[config.mk]
export PLATFORM = sky130hd
export DESIGN_NAME = sensor_init_power_mode_control
export DESIGN_NICKNAME = d
export VERILOG_FILES = /design/src/rtl/pin_sync.v /design/src/rtl/sensor_init_power_mode_control.v
export VERILOG_INCLUDE_DIRS = /design/src /design/src/rtl
export SDC_FILE = /design/constraint.sdc
export NUM_CORES = 1
export LEC_CHECK = 0
export ABC_AREA = 1
export BUFFER_PORTS_ARGS = -buffer_cell sky130_fd_sc_hd__buf_2
export CAP_MARGIN = 20
export CORE_UTILIZATION = 30
export CTS_CLUSTER_DIAMETER = 120
export DETAILED_ROUTE_END_ITERATION = 8
export GPL_TIMING_DRIVEN = 1
export PLACE_DENSITY_LB_ADDON = 0.3
export REMOVE_ABC_BUFFERS = 1
export SETUP_SLACK_MARGIN = 0.05
export SYNTH_ARGS = -nofsm -noshare
export SYNTH_HDL_FRONTEND = slang
export SYNTH_HIERARCHICAL = 1
export SYNTH_SLANG_ARGS = --single-unit
[constraint.sdc]
create_clock -name clock -period 2.35 [get_ports clock]
set_input_delay 0 -clock clock [delete_from_list [all_inputs] [get_ports clock]]
set_output_delay 0 -clock clock [all_outputs]
set_load 0.02 [all_outputs]
[src/rtl/sensor_ctrl_defs.vh]
// Constants for the sensor initialisation and power mode controller.
// Included by the design files; holds definitions only.
`ifndef SENSOR_CTRL_DEFS_VH
`define SENSOR_CTRL_DEFS_VH

// Power configuration register: standby bit
`define PWR_STANDBY_BIT        0
// Reset control register: state reset bit
`define RST_STATE_RESET_BIT    1
// Tristate control register bit positions
`define TRI_PIXEL_VALID_BIT    0
`define TRI_FRAME_START_BIT    1
`define TRI_ROW_START_BIT      2
`define TRI_CAPTURE_START_BIT  3
`define TRI_FLASH_BIT          4
`define TRI_DATA_BIT           5
`define TRI_WIDTH              6
// Offset code: sign bit plus magnitude
`define OFFSET_WIDTH           6
`define OFFSET_SIGN_BIT        5
`define OFFSET_RESET           6'h00
// References: code steps of 5 mV
`define REF_WIDTH              9
`define REF_STEP_UV            5000
// Positive reference 2.5 V down to 1.25 V: code = (2.5 V - Vp) / 5 mV
`define POS_REF_MAX_CODE       9'h0FA
// Negative reference 0 V up to 1.25 V: code = Vm / 5 mV
`define NEG_REF_MAX_CODE       9'h0FA
// Defaults: 1.9 V positive (code 120), 0.6 V negative (code 120)
`define POS_REF_RESET          9'h078
`define NEG_REF_RESET          9'h078
`define SAMPLE_WIDTH           10
// Frame timing (fixed values of 1280 columns by 1024 rows standing for the readout timing)
`define COL_WIDTH              11
`define ROW_WIDTH              11
`define COLS_PER_ROW           11'h500
`define ROWS_PER_FRAME         11'h400
// Least init pulse, in master clock cycles
`define INIT_MIN_CYCLES        4'h8
`define STARTUP_CYCLES         4'h4

`endif

[src/rtl/pin_sync.v]
// Three-stage input synchroniser for pins from outside the clock domain.
// Output changes once stages two and three agree.
`timescale 1ns/100ps
`default_nettype none

module pin_sync (
    input  wire clock,
    input  wire rst,
    input  wire enable,
    input  wire pin,
    output reg  level
);

    reg stage1;
    reg stage2;
    reg stage3;

    always @(posedge clock or posedge rst) begin
        if (rst) begin
            stage1 <= 1'b0;
            stage2 <= 1'b0;
            stage3 <= 1'b0;
            level  <= 1'b0;
        end else if (enable) begin
            stage1 <= pin;
            stage2 <= stage1;
            stage3 <= stage2;
            if (stage2 == stage3) begin
                level <= stage3;
            end
        end
    end

endmodule // pin_sync

`default_nettype wire

[src/rtl/sensor_init_power_mode_control.v]
// Initialisation, standby, state reset and tristate control of the sensor,
// plus the offset and reference settings of the final signal chain.
// Assumes one master clock; register writes arrive as strobes from the
// serial register decoder on the same clock.
//
// Function
// - The offset is a 6-bit sign-magnitude code applied ahead of conversion.
// - Reference codes set positive 2.5V..1.25V and negative 0V..1.25V in 5mV steps.
// - After initialisation the references default to 1.9V and 0.6V.
// - Each sample is delivered as a 10-bit code spanning the two references.
// - The init input is active high; high initialises, low resumes operation.
// - Startup loads defaults, clears counters and latches, sets up the analog chain.
// - While init is high the device sits in power saving with timing stopped.
// - During init outputs float, registers hold defaults and writes are refused.
// - Releasing init restarts at the first frame.
// - Standby bit stops timing and analog, keeps registers, resumes the frame on clear.
// - State reset bit stops timing, keeps analog, restarts the first frame on clear.
// - The tristate register can float each sync output and the pixel bus.
`timescale 1ns/100ps
`default_nettype none
`include "sensor_ctrl_defs.vh"

module sensor_init_power_mode_control (
    input  wire        clock,
    input  wire        rst,
    input  wire        clock_enable,
    input  wire        init_pin,
    input  wire        write_standby,
    input  wire        standby_value,
    input  wire        write_state_reset,
    input  wire        state_reset_value,
    input  wire        write_tristate,
    input  wire [5:0]  tristate_value,
    input  wire        write_offset,
    input  wire [5:0]  offset_value,
    input  wire        write_pos_ref,
    input  wire [8:0]  pos_ref_value,
    input  wire        write_neg_ref,
    input  wire [8:0]  neg_ref_value,
    input  wire [9:0]  converter_code,
    output reg         standby,
    output reg         state_reset,
    output reg  [5:0]  tristate,
    output reg  [5:0]  global_offset_adjust,
    output reg  [8:0]  positive_reference,
    output reg  [8:0]  negative_reference,
    output wire        offset_negative,
    output wire [4:0]  offset_magnitude,
    output wire        register_access_ok,
    output wire        startup_busy,
    output wire        timing_run,
    output wire        analog_power_on,
    output reg         pixel_valid,
    output wire        pixel_valid_oe_n,
    output reg         frame_start,
    output wire        frame_start_oe_n,
    output reg         row_readout_start,
    output wire        row_readout_start_oe_n,
    output reg         capture_start,
    output wire        capture_start_oe_n,
    output reg         flash_trigger,
    output wire        flash_trigger_oe_n,
    output reg  [9:0]  pixel_data,
    output wire        pixel_data_oe_n
);

    localparam ST_INIT    = 3'b001;
    localparam ST_STARTUP = 3'b010;
    localparam ST_RUN     = 3'b100;

    wire        init_level;
    reg  [2:0]  state;
    reg  [2:0]  next_state;
    reg  [3:0]  startup_count;
    reg  [10:0] col;
    reg  [10:0] row;
    reg  [9:0]  sample;

    ////////////////////////////////////////////////////////////////////////
    pin_sync init_sync (
        .clock  (clock),
        .rst    (rst),
        .enable (clock_enable),
        .pin    (init_pin),
        .level  (init_level)
    );

    ////////////////////////////////////////////////////////////////////////
    // Init sequence
    always @* begin
        case (state)
            ST_INIT:    next_state = init_level ? ST_INIT : ST_STARTUP;
            ST_STARTUP: next_state = init_level ? ST_INIT :
                        (startup_count == `STARTUP_CYCLES) ? ST_RUN : ST_STARTUP;
            ST_RUN:     next_state = init_level ? ST_INIT : ST_RUN;
            default:    next_state = ST_INIT;
        endcase
    end

    always @(posedge clock or posedge rst) begin
        if (rst) begin
            state         <= ST_INIT;
            startup_count <= 4'h0;
        end else if (clock_enable) begin
            state <= next_state;
            if (state == ST_STARTUP) begin
                startup_count <= startup_count + 4'h1;
            end else begin
                startup_count <= 4'h0;
            end
        end
    end

    assign startup_busy       = (state != ST_RUN);
    // Writes are taken only once startup is over, never during init
    assign register_access_ok = (state == ST_RUN);
    assign timing_run         = (state == ST_RUN) && !standby && !state_reset;
    assign analog_power_on    = (state != ST_INIT) && !standby;

    ////////////////////////////////////////////////////////////////////////
    // Programming registers; init holds them at defaults
    always @(posedge clock or posedge rst) begin
        if (rst) begin
            standby              <= 1'b0;
            state_reset          <= 1'b0;
            tristate             <= 6'h00;
            global_offset_adjust <= `OFFSET_RESET;
            positive_reference   <= `POS_REF_RESET;
            negative_reference   <= `NEG_REF_RESET;
        end else if (clock_enable) begin
            if (state != ST_RUN) begin
                standby              <= 1'b0;
                state_reset          <= 1'b0;
                tristate             <= 6'h00;
                global_offset_adjust <= `OFFSET_RESET;
                positive_reference   <= `POS_REF_RESET;
                negative_reference   <= `NEG_REF_RESET;
            end else begin
                // Init wins over a mode write in the same cycle, so neither mode
                // bit is still set once the state machine has dropped to init
                if (init_level) begin
                    standby     <= 1'b0;
                    state_reset <= 1'b0;
                end else begin
                    if (write_standby) standby <= standby_value;
                    if (write_state_reset) state_reset <= state_reset_value;
                end
                if (write_tristate) tristate <= tristate_value;
                if (write_offset) global_offset_adjust <= offset_value;
                // Out-of-range codes saturate at the 1.25 V limit
                if (write_pos_ref) begin
                    positive_reference <= (pos_ref_value > `POS_REF_MAX_CODE) ?
                                          `POS_REF_MAX_CODE : pos_ref_value;
                end
                if (write_neg_ref) begin
                    negative_reference <= (neg_ref_value > `NEG_REF_MAX_CODE) ?
                                          `NEG_REF_MAX_CODE : neg_ref_value;
                end
            end
        end
    end

    assign offset_negative  = global_offset_adjust[`OFFSET_SIGN_BIT];
    assign offset_magnitude = global_offset_adjust[4:0];

    ////////////////////////////////////////////////////////////////////////
    // Frame timing: standby freezes counters in place, state reset and
    // init return them to the first frame
    always @(posedge clock or posedge rst) begin
        if (rst) begin
            col               <= 11'h000;
            row               <= 11'h000;
            sample            <= 10'h000;
            pixel_valid       <= 1'b0;
            frame_start       <= 1'b0;
            row_readout_start <= 1'b0;
            capture_start     <= 1'b0;
            flash_trigger     <= 1'b0;
            pixel_data        <= 10'h000;
        end else if (clock_enable) begin
            sample <= converter_code;
            if (state != ST_RUN || state_reset) begin
                col               <= 11'h000;
                row               <= 11'h000;
                pixel_valid       <= 1'b0;
                frame_start       <= 1'b0;
                row_readout_start <= 1'b0;
                capture_start     <= 1'b0;
                flash_trigger     <= 1'b0;
            end else if (!standby) begin
                frame_start       <= (col == 11'h000) && (row == 11'h000);
                row_readout_start <= (col == 11'h000);
                capture_start     <= (col == 11'h000) && (row == 11'h000);
                flash_trigger     <= (col == 11'h000) &&
                                     (row == `ROWS_PER_FRAME - 11'h002);
                pixel_valid       <= 1'b1;
                pixel_data        <= sample;
                if (col == `COLS_PER_ROW - 11'h001) begin
                    col <= 11'h000;
                    row <= (row == `ROWS_PER_FRAME - 11'h001) ? 11'h000 : row + 11'h001;
                end else begin
                    col <= col + 11'h001;
                end
            end else begin
                pixel_valid <= 1'b0;
            end
        end
    end

    ////////////////////////////////////////////////////////////////////////
    // Output enables, low while driving
    wire float_all = (state == ST_INIT);
    assign pixel_valid_oe_n       = float_all | tristate[`TRI_PIXEL_VALID_BIT];
    assign frame_start_oe_n       = float_all | tristate[`TRI_FRAME_START_BIT];
    assign row_readout_start_oe_n = float_all | tristate[`TRI_ROW_START_BIT];
    assign capture_start_oe_n     = float_all | tristate[`TRI_CAPTURE_START_BIT];
    assign flash_trigger_oe_n     = float_all | tristate[`TRI_FLASH_BIT];
    assign pixel_data_oe_n        = float_all | tristate[`TRI_DATA_BIT];

endmodule // sensor_init_power_mode_control

`default_nettype wire
After elaboration in Yosys (flattened, before gate mapping)
Index checks and enable logic that the tools add are counted.
- bitwise gates (word level): 8
- reduce and logical (&&, ||, !) cells: 27
- $lt $le $gt $ge: 2
- muxes and demuxes: 37
- eq/ne operators: 11
- add/sub/neg operators: 3
- operators by type and width (cell ; number):
    11-bit 2-to-1 mux ; 7
    9-bit 2-to-1 mux ; 6
    6-bit 2-to-1 mux ; 4
    11-bit by 1-bit adder with 11-bit output, second input constant ; 2
    11-bit by 10-bit equality test with 1-bit output, second input constant ; 2
    11-bit zero test ; 2
    9-bit by 8-bit > comparator with 1-bit output, second input constant ; 2
    2-bit AND reduction ; 8
    1-bit 2-to-1 mux ; 14
    11-bit equality test, second input constant ; 1
    2-bit nonzero test ; 5
    3-bit 2-to-1 mux ; 3
    3-bit case mux with 3 select lines ; 1
    1-bit bitwise OR ; 6
    3-bit AND reduction ; 2
    3-bit nonzero test ; 2
    1-bit logical AND ; 5
    4-bit by 1-bit adder with 4-bit output, second input constant ; 1
    4-bit by 3-bit equality test with 1-bit output, second input constant ; 1
    4-bit 2-to-1 mux ; 1
    3-bit by 1-bit equality test with 1-bit output, second input constant ; 1
    3-bit by 2-bit equality test with 1-bit output, second input constant ; 1
    3-bit equality test, second input constant ; 1
    3-bit by 1-bit inequality test with 1-bit output, second input constant ; 1
    other kinds (7) ; 9
- input bits: 52
- flip-flop bits (word level): 89
- word-level logic and storage cells: 108

Depth between registers and ports, before layout
Gate-level depths: netlist of the first run.
- word-level depth: 5
- depth in mapped cells: 9
- mapped depth without buffers: 9

Hierarchy
Netlist of the first run, hierarchy kept.
- modules (own cells, without submodules) (module ; instances ; cells each ; area each (µm²) ; sequential area each (µm²)):
    sensor_init_power_mode_control ; 1 ; 535 ; 4239.1 ; 2138.3
    pin_sync ; 1 ; 21 ; 167.7 ; 100.1

Least setup slack after synthesis of the first run
Ideal clock, no wire load.
- path kind: reg2reg
- from: register col[0]
- to: register row[5]
- stages on the path, launching flop included: 10
- library setup time: 0.126 ns
- path slack: 0.919 ns
- required time: 2.224 ns
- data arrival time: 1.305 ns
- cell sequence: dfrtp_1 -> ha_1 -> nand3_1 -> inv_1 -> nand3_1 -> nand2_4 -> nand2_8 -> buf_8 -> nand2_1 -> o21ai_0
- longest elaborated chain between the ends: 3
- ends and longest elaborated chain (element ; RTL line ; source):
    start, declared ; sensor_init_power_mode_control.v:75 ; reg [10:0] col;
    start signal, assigned ; sensor_init_power_mode_control.v:202 ; col <= col + 11'h001;
    11-bit equality test ; sensor_init_power_mode_control.v:198 ; if (col == `COLS_PER_ROW - 11'h001) begin
    2-bit nonzero test (no line) ; -- ;
    3-bit AND reduction (no line) ; -- ;
    end signal, assigned ; sensor_init_power_mode_control.v:200 ; row <= (row == `ROWS_PER_FRAME - 11'h001) ? 11'h000 : row + 11'h001;
    end, declared ; sensor_init_power_mode_control.v:76 ; reg [10:0] row;
Every way passes these cells.
A chain may end at the register's enable or synchronous reset.

Final worst setup path of the first run
- from: register state[1]
- to: register negative_reference[0]
- longest elaborated chain between the ends: 3
- elaborated cells on any way between the ends: 4
- classes of those cells: eq/ne (1); mux (1); reduce/logical (2)
- ends and longest elaborated chain (element ; RTL line ; source):
    start, declared ; sensor_init_power_mode_control.v:72 ; reg [2:0] state;
    start signal, assigned ; sensor_init_power_mode_control.v:105 ; state <= next_state;
    3-bit inequality test (*) ; sensor_init_power_mode_control.v:131 ; if (state != ST_RUN) begin
    2-bit nonzero test (no line) ; -- ;
    2-bit AND reduction (no line) ; -- ;
    end signal, assigned ; sensor_init_power_mode_control.v:129 ; negative_reference <= `NEG_REF_RESET;
    end signal, assigned ; sensor_init_power_mode_control.v:137 ; negative_reference <= `NEG_REF_RESET;
    end signal, assigned ; sensor_init_power_mode_control.v:156 ; negative_reference <= (neg_ref_value > `NEG_REF_MAX_CODE) ?
    end, declared ; sensor_init_power_mode_control.v:46 ; output reg [8:0] negative_reference,
Mark *: on every way between the ends. The rest lies on a longest branch, timed or not.

==> results of run 1 <==
-- placed cells by master (no fill, tap or decap), types with 5 or more instances in the layout --
cell,n
nor2_1,36
o22ai_1,5
o21ai_1,5
nor3_1,6
ha_1,7
dfrtp_1,80
nand2_1,164
inv_1,84
nand4_1,10
clkbuf_16,9
buf_2,114
nand3_1,36
a21oi_1,16
dfstp_2,9
dlygate4sd3_1,45
o21ai_0,53
-- per-layer routing --
| layer | vias to the layer above | global-route usage, % | wire [um] |
|---|---|---|---|
| met5 | - | 0 | 0 |
| met4 | 0 | 4.895 | 146 |
| met3 | 15 | 3.552 | 589 |
| met2 | 123 | 26.57 | 5294 |
| met1 | 1872 | 19.62 | 4994 |
| li1 | 2050 | - | - |
-- worst reg2reg max path, stage by stage (launching register included) --
cell           delay (ps)
dfrtp_1               430
nor2_4                160
nand2_4               110
inv_2                 250
nand3_1               160
nor2_2                270
nand2_1                90
nand2_1                70
dlygate4sd3_1         540
-- power groups by stage --
stage / clock, mW / combinational (mW) / sequential [mW]
finish: 1.48 / 0.667 / 1.63
global route: 1.57 / 0.734 / 1.64
CTS: 1.52 / 0.667 / 1.63
detailed placement: 0 / 0.609 / 1.66
global placement: 0 / 0.602 / 1.66
floorplan: 0 / 0.367 / 1.66
-- worst max-delay path by stage --
stage	to	slack [ps]	cells after the start
2_1_floorplan	capture_start$_DFFE_PP0P_	170	1
3_3_place_gp	global_offset_adjust[1]$_DFFE_PP0P_	710	4
3_5_place_dp	global_offset_adjust[1]$_DFFE_PP0P_	530	4
4_1_cts	negative_reference[0]$_DFFE_PP0P_	240	8
5_1_grt	negative_reference[0]$_DFFE_PP0P_	70	8
6_report	negative_reference[0]$_DFFE_PP0P_	210	8
-- layout make-up --
cell class	count	area [um2]	area share [%]
repair buffers	163	1064	18.10
inverters	88	331.6	5.642
well taps	180	225.2	3.832
multi-input cells	359	1712	29.12
flip-flops and latches	89	2238	38.09
clock buffers	9	225.2	3.832
clock inverters	7	81.33	1.384
-- logic make-up (layout without fill, tap and decap cells) --
group / Yosys count / after routing / share of synthesized area (%)
AO/OA/AOI/OAI: 86 / 86 / 10.34
XOR/XNOR: 3 / 3 / 0.5964
adder cells (fa/ha/maj): 7 / 7 / 1.987
buffers and inverters: 108 / 267 / 10.36
flip-flops: 89 / 89 / 50.80
AND/OR/NAND/NOR: 263 / 263 / 25.92
-- stage by stage --
step | hold slack, ps | total power [mW] | setup WS, ps | area (um2)
final | 13.43 | 3.780 | 212.0 | 5877
after global routing | 13.09 | 3.943 | 74.31 | 5877
after CTS | 2.673 | 3.816 | 237.7 | 5877
after detailed placement | -75.13 | 2.270 | 533.7 | 5120
after global placement | -86.15 | 2.258 | 708.1 | 5120
after floorplan | -233.9 | 2.030 | 171.4 | 4280
-- state kept, by name (all words and copies together), names as in the netlist --
signal,cells
capture_start,1
init_sync/level,1
col,11
init_sync/stage2,1
sample,10
row,11
positive_reference,9
flash_trigger,1
init_sync/stage1,1
init_sync/stage3,1
state_reset,1
global_offset_adjust,6
negative_reference,9
pixel_data,10
pixel_valid,1
row_readout_start,1
state,3
startup_count,4
tristate,6
standby,1
-- synthesized netlist by cell type (all sizes together) --
cell type,count,area [um2]
ha,7,87.58
clkinv,1,3.750
o21a,1,7.510
a21oi,16,80.08
o21ai,60,307.8
dfrtp,80,2002
dfstp,9,236.5
nand3,37,197.7
nand4,10,62.56
nor2,40,170.2
nor4,2,12.51
nor3,6,30.03
a21o,2,15.01
o22ai,5,31.28
a21boi,1,7.510
a31oi,1,6.260
xor2,3,26.28
nand2,168,669.4
clkbuf,2,7.510
buf,18,118.9
inv,87,326.6
==> impl_metrics.json, run 1 <==
{
  "grt_usage_pct": 15.63,
  "slew_headroom_pct": 34.86,
  "crit_fanout": 17,
  "drive_above_1_share_pct": 21.96,
  "gp_congestion": 0.8256,
  "period_needed_ps": 2138,
  "fill_cells": 1393,
  "powerDensity_mw_per_mm2": 643.3,
  "period_share_pct": 90.98,
  "cp-startpoint": "state[1]$_DFFE_PP0P_",
  "syn2layout_area_growth_pct": 33.36,
  "dieArea_mm2": 0.01518,
  "ctsResizeCount": 0,
  "cts_buffers": 9,
  "vias_per_cell": 4.536,
  "skew_ps": 9.309,
  "postCtsHoldBufs": 45,
  "critPathMaxStageDelay_ps": 540,
  "ff2ff_path_depth": 8,
  "r2r_setup_slack_ps": 210,
  "avgSynthCellArea_um2": 7.926,
  "worst-path-buf-inv": 2,
  "die_width_um": 123.2,
  "drt_first_pass_iters": 4,
  "cts_setup_buffers": 0,
  "path_cells": "nor2_4, nand2_4, inv_2, nand3_1, nor2_2, nand2_1, nand2_1, dlygate4sd3_1",
  "finalSetupTns_ps": 0,
  "grt_overflow": 0,
  "stdcell_count": 895,
  "yosysSeqAreaShare_pct": 50.80,
  "ant_nets": 0,
  "cts_sinks": 89,
  "crit_path_start_kind": "flop",
  "cp_top_family": "simple AND/OR/NAND/NOR gates",
  "yosys_register_bits": 89,
  "synthesis.area_mm2": 0.004407,
  "yosysWarnings": 6,
  "vdd.ir_drop.worst_uv": 415.0,
  "netlist_instances": 556,
  "report.final.slew_viol_count": 0,
  "die_y_um": 123.2,
  "p_sw_mw": 1.107,
  "cts_tree": "done",
  "p_clk_share_pct": 39.2,
  "rsz0062_at_grt": "no",
  "first_iter_violations": 161,
  "diodes": 0,
  "dp_cells": 834,
  "finalSetupViolCount": 0,
  "fin_nets": 769,
  "switching_share_pct": 29.28,
  "worst_ep_arrival_time_ps": 2410,
  "dp_hpwl_um": 7751,
  "cts_root_buf": "clkbuf_16",
  "cp_common_cell": "nand2_1",
  "first_global_vias": 4085,
  "drv_cap": 0,
  "drc": 0,
  "internal-power_mw": 2.673,
  "endpoint_kind": "flop",
  "hold_end": "negative_reference[2]$_DFFE_PP0P_",
  "hold_start": "write_neg_ref",
  "final_util_pct": 41.69,
  "fmax_mhz": 467.7,
  "p_comb_share_pct": 17.6,
  "leakage_nw": 3.028,
  "ys_types": 32,
  "r2r_end": "negative_reference[0]$_DFFE_PP0P_",
  "tightest_slew_ps": 966.9,
  "wl_per_cell_um": 12.32,
  "antenna_found_initial": 0,
  "outcome": "completed",
  "cts_max_path_buffers": 2,
  "criticalPathCategory": "reg2reg",
  "clkTransAtPathRegs_ps": 70,
  "row_count": 43,
  "insertion_delay_ps": 340,
  "grt_pass1_wl_um": 18590,
  "io_pins": 115,
  "worst_path_max_delay_cell": "dlygate4sd3_1",
  "design.core.area_mm2": 0.01410,
  "wl_um": 11030,
  "vias": 4060,
  "htreeDepth": 3,
  "hold_violations": 0,
  "io_buffers": 114,
  "initial_core_util_pct": 31.26,
  "min_path_cells": 4,
  "cp_data_required_time_ps": 2630,
  "grt_max_degree": 36,
  "reg2reg_from": "state[1]$_DFFE_PP0P_",
  "power_frac_seq_pct": 43.2,
  "hold_class": "in2reg"
}
(Power assumes the default switching activity.)
==> run 2, diff against run 1 <==
- CORE_UTILIZATION: 30 -> 53
==> run 2 against run 1 <==
Net effect:
- critical endpoint is now positive_reference[7]$_DFFE_PP0P_
- register-to-register slack better by 30 ps
- first-iteration DRC count increased by 49%
- non-clock buffer count increased by 3
- largest cell class unchanged
- cell area shrank 2.5%
- count of clock-buffer cells in the layout increased by 2
- sequential power hardly changed
- die area fell by 43%
==> impl_metrics.json, run 2 (synthesis gave the netlist of run 1 again) <==
{
  "final_common_cell": "nand2_1",
  "finalWorstSetupSlack_ps": 244.2,
  "design.core.area_mm2": 0.007888,
  "gp_congestion": 0.8797,
  "dp_hpwl_um": 7046,
  "stdcell_count": 820,
  "cp_data_required_time_ps": 2590,
  "grt_usage_pct": 27.04,
  "top_regs": "col: 11 flops, row: 11 flops",
  "criticalPathCategory": "reg2reg",
  "first_global_vias": 4083,
  "crit_path_start_kind": "flop",
  "cts_sinks": 89,
  "vdd.ir_drop.worst_uv": 656.3,
  "hold_end": "state_reset$_DFFE_PP0P_",
  "report.final.slew_viol_count": 0,
  "ff2ff_path_depth": 8,
  "pre_cts_ws_ps": 537.8,
  "rsz0062_at_grt": "no",
  "hold_start": "write_state_reset",
  "final_util_pct": 72.64,
  "insertion_delay_ps": 360,
  "min_path_cells": 5,
  "cts_tree": "done",
  "antenna_found_initial": 0,
  "worst_ep_arrival_time_ps": 2350,
  "hold_class": "in2reg",
  "grt_pass1_wl_um": 18350,
  "vias": 4233,
  "diodes": 0,
  "cts_buffers": 9,
  "hold_violations": 0,
  "vias_per_cell": 5.162,
  "cts_root_buf": "clkbuf_8",
  "dp_cells": 754,
  "io_pins": 115,
  "leakage_nw": 3.022,
  "outcome": "completed",
  "cp-startpoint": "state[0]$_DFFE_PP1P_",
  "die_width_um": 93.19,
  "wl_um": 11080,
  "grt_max_degree": 70,
  "die_y_um": 93.19,
  "fin_nets": 772,
  "syn2layout_area_growth_pct": 30.01,
  "crit_fanout": 17,
  "layout_common_cells": "nand2_1, buf_2, inv_1",
  "grt_overflow": 0,
  "finalSetupTns_ps": 0,
  "slew_headroom_pct": 30.71,
  "fmax_mhz": 474.9,
  "cts_max_path_buffers": 2,
  "r2r_setup_slack_ps": 240,
  "tightest_slew_ps": 1029,
  "io_buffers": 114,
  "powerDensity_mw_per_mm2": 603.7,
  "r2r_end": "positive_reference[7]$_DFFE_PP0P_",
  "row_count": 32,
  "drc": 0,
  "reg2reg_from": "state[0]$_DFFE_PP1P_",
  "period_share_pct": 89.61,
  "skew_ps": 10.65,
  "endpoint_kind": "flop",
  "clkTransAtPathRegs_ps": 80,
  "dieArea_mm2": 0.008683,
  "period_needed_ps": 2106,
  "wl_per_cell_um": 13.51,
  "drive_above_1_share_pct": 21.45,
  "ant_nets": 0,
  "first_iter_violations": 240,
  "initial_core_util_pct": 55.87,
  "drv_cap": 0,
  "drt_first_pass_iters": 4,
  "htreeDepth": 3,
  "finalSetupViolCount": 0,
  "fill_cells": 561
}
==> run 2: critical path: stages (launching register included) <==
cell and delay, ps:
dfstp_2 580, nor2_4 70, nand2_4 100, clkinv_2 230, nand3_1 200, inv_1 80
o21ai_0 90, nand2_1 80, dlygate4sd3_1 560
==> run 2: power by group <==
part           internal, mW  switching, mW
logic                 0.235          0.426
clock network         0.627          0.536
registers              1.59         0.0424
total                  2.45           1.01
==> run 2: how the worst max path moves through the flow <==
stage / end / slack (ps) / depth (start not counted)
floorplan: capture_start$_DFFE_PP0P_ / 170 / 1
global placement: global_offset_adjust[3]$_DFFE_PP0P_ / 690 / 4
detailed placement: global_offset_adjust[4]$_DFFE_PP0P_ / 540 / 4
CTS: negative_reference[2]$_DFFE_PP0P_ / 220 / 8
global route: negative_reference[0]$_DFFE_PP0P_ / 60 / 8
finish: positive_reference[7]$_DFFE_PP0P_ / 240 / 8
==> run 2: per-stage QoR <==
step	hold slack, ps	total power, mW	instance area, um2
final	15.61	3.458	5729
after global routing	33.10	3.592	5729
after CTS	8.139	3.451	5728
after detailed placement	-86.37	2.251	5007
after global placement	-95.34	2.232	5007
after floorplan	-233.9	2.030	4280
==> run 2: metal layers <==
metal  up-vias  global-route usage, %  share of wire [%]
met2       136                  45.04                 49
met5         -                      0                  0
met1      1999                  34.45                 43
li1       2058                      -                  -
met4         0                  12.82                3.5
met3        40                  4.472                4.4
==> run 2: what timing repair did <==
item / 4_1_cts / 5_1_grt
resized for setup: 0 / 1
hold buffers: 50 / 0
setup buffers: 0 / 0
endpoints found under the setup margin: 0 / 3
hold endpoints to repair: 62 / 0
==> run 2: area by class of cell <==
type                    count  area [um2]  share of cell area, %
inverters                  88       332.8                  5.809
flip-flops and latches     89        2238                  39.07
clock buffers              11       141.4                  2.468
multi-input cells         359        1712                  29.88
repair buffers            166        1099                  19.17
well taps                 102       127.6                  2.228
clock inverters             5       78.83                  1.376
==> run 3, diff against run 2 <==
- CELL_PAD_IN_SITES_DETAIL_PLACEMENT: unset -> 2
- CELL_PAD_IN_SITES_GLOBAL_PLACEMENT: unset -> 2
- CORE_UTILIZATION: 53 -> 30
==> run 3 against run 2 <==
Net effect:
- cell count rose by 9.1%
- clock power rose by 31%
- worst hold slack improved by 9.8 ps
- routed wire length rose by 46%
- count of clock-buffer cells in the layout rose by 2
- die area rose by 75%
- utilization fell by 31 points
- cell area rose by 2.6%
- combinational power rose by 8.5%
- register-to-register slack got worse by 60 ps
- critical path depth did not move
==> impl_metrics.json, run 3 (synthesis gave the netlist of run 1 again) <==
{
  "die_width_um": 123.2,
  "multi_input_area_mm2": 0.001717,
  "critPathMaxStageDelay_ps": 550,
  "gp_congestion": 0.7664,
  "diodes": 0,
  "fmax_mhz": 461.7,
  "insertion_delay_ps": 350,
  "design.core.area_mm2": 0.01410,
  "first_iter_violations": 143,
  "final_util_pct": 41.70,
  "wl_um": 16170,
  "hold_class": "in2reg",
  "hold_start": "write_pos_ref",
  "cp-startpoint": "state[1]$_DFFE_PP0P_",
  "first_global_vias": 5157,
  "io_pins": 115,
  "skew_ps": 6.591,
  "cp_data_required_time_ps": 2640,
  "rsz0062_at_grt": "no",
  "clkTransAtPathRegs_ps": 60,
  "cts_sinks": 89,
  "top_regs": "col: 11 flops, row: 11 flops",
  "period_needed_ps": 2166,
  "crit_fanout": 17,
  "grt_pass1_wl_um": 26940,
  "vias": 4373,
  "slew_headroom_pct": 57.01,
  "cts_tree": "done",
  "syn2layout_area_growth_pct": 33.39,
  "total_power_mw": 3.877,
  "die_y_um": 123.2,
  "cts_root_buf": "clkbuf_16",
  "grt_overflow": 0,
  "drive_above_1_share_pct": 21.68,
  "initial_core_util_pct": 31.26,
  "final-seq-area_mm2": 0.002238,
  "r2r_end": "negative_reference[2]$_DFFE_PP0P_",
  "vdd.ir_drop.worst_uv": 405.5,
  "drv_cap": 0,
  "outcome": "completed",
  "fin_nets": 769,
  "fill_cells": 1623,
  "endpoint_kind": "flop",
  "drc": 0,
  "layout_common_cells": "nand2_1, buf_2, inv_1",
  "io_buffers": 114,
  "dp_hpwl_um": 10090,
  "drt_first_pass_iters": 4,
  "dieArea_mm2": 0.01518,
  "cts_max_path_buffers": 2,
  "finalSetupTns_ps": 0,
  "ant_nets": 0,
  "antenna_found_initial": 0,
  "wl_per_cell_um": 18.07,
  "powerDensity_mw_per_mm2": 659.5,
  "tightest_slew_ps": 644.8,
  "vias_per_cell": 4.886,
  "hold_violations": 0,
  "period_share_pct": 92.17,
  "cts_buffers": 9,
  "final_common_cell": "nand2_1",
  "min_path_cells": 4,
  "grt_usage_pct": 23.15,
  "r2r_setup_slack_ps": 180,
  "report.final.slew_viol_count": 0,
  "path_cells": "nor2_4, nand2_4, inv_4, nand3_1, nor2_4, nand2_1, nand2_1, dlygate4sd3_1",
  "grt_max_degree": 53,
  "criticalPathCategory": "reg2reg",
  "ff2ff_path_depth": 8,
  "finalSetupViolCount": 0,
  "crit_path_start_kind": "flop",
  "worst_path_max_delay_cell": "dlygate4sd3_1",
  "worst_ep_arrival_time_ps": 2450,
  "htreeDepth": 3,
  "leakage_nw": 3.029,
  "row_count": 43,
  "reg2reg_from": "state[1]$_DFFE_PP0P_",
  "hold_end": "positive_reference[2]$_DFFE_PP0P_"
}
run 3: worst max-delay path by stage:
stage                                             end  slack (ps)  depth (start not counted)
finish              negative_reference[2]$_DFFE_PP0P_         180                          8
global route        negative_reference[2]$_DFFE_PP0P_          70                          8
CTS                 negative_reference[2]$_DFFE_PP0P_         100                          8
detailed placement                 row[9]$_DFFE_PP0P_         570                          9
global placement    positive_reference[2]$_DFFE_PP0P_         740                          7
floorplan                   capture_start$_DFFE_PP0P_         170                          1
run 3: per-stage QoR:
stage               hold slack (ps)  instances  setup slack [ps]  area, um2
floorplan                    -233.9        536             171.4       4280
global placement             -81.30        834             735.6       5120
detailed placement           -78.51        834             574.1       5120
CTS                           3.106        895             101.0       5871
global route                  54.83        895             65.03       5878
finish                        25.45        895             184.1       5878
run 3: routing by layer:
metal,wire (um),track usage (%),vias up
li1,-,-,2048
met1,6734,27.37,2200
met2,8441,41.34,96
met3,586,4.336,29
met4,406,8.810,0
met5,0,0,-
run 3: what timing repair did:
| action | CTS | global route |
|---|---|---|
| buffers inserted | 0 | 0 |
| setup endpoints to repair | 0 | 1 |
| resized for setup | 0 | 3 |
| endpoints found under the hold margin | 70 | 0 |
| hold buffers | 45 | 0 |
run 3: where the power goes:
part           total [mW]  internal, mW  switching (mW)
clock                1.52         0.881           0.640
sequential           1.64          1.59          0.0441
combinational       0.718         0.241           0.477
total                3.88          2.72            1.16
run 3: cell type report:
| type | count | area share (%) |
|---|---|---|
| clock buffer | 13 | 4.427 |
| multi-input combinational | 359 | 29.20 |
| inverter | 88 | 5.683 |
| tap | 180 | 3.831 |
| clock inverter | 3 | 0.6811 |
| sequential | 89 | 38.08 |
| timing repair buffer | 163 | 18.09 |
run 3: worst max-delay path, delay by kind of cell, from the launching register on:
family        cells  cell delay [ps]
flops             1              430
simple gates      6              930
buf+inv           2              750
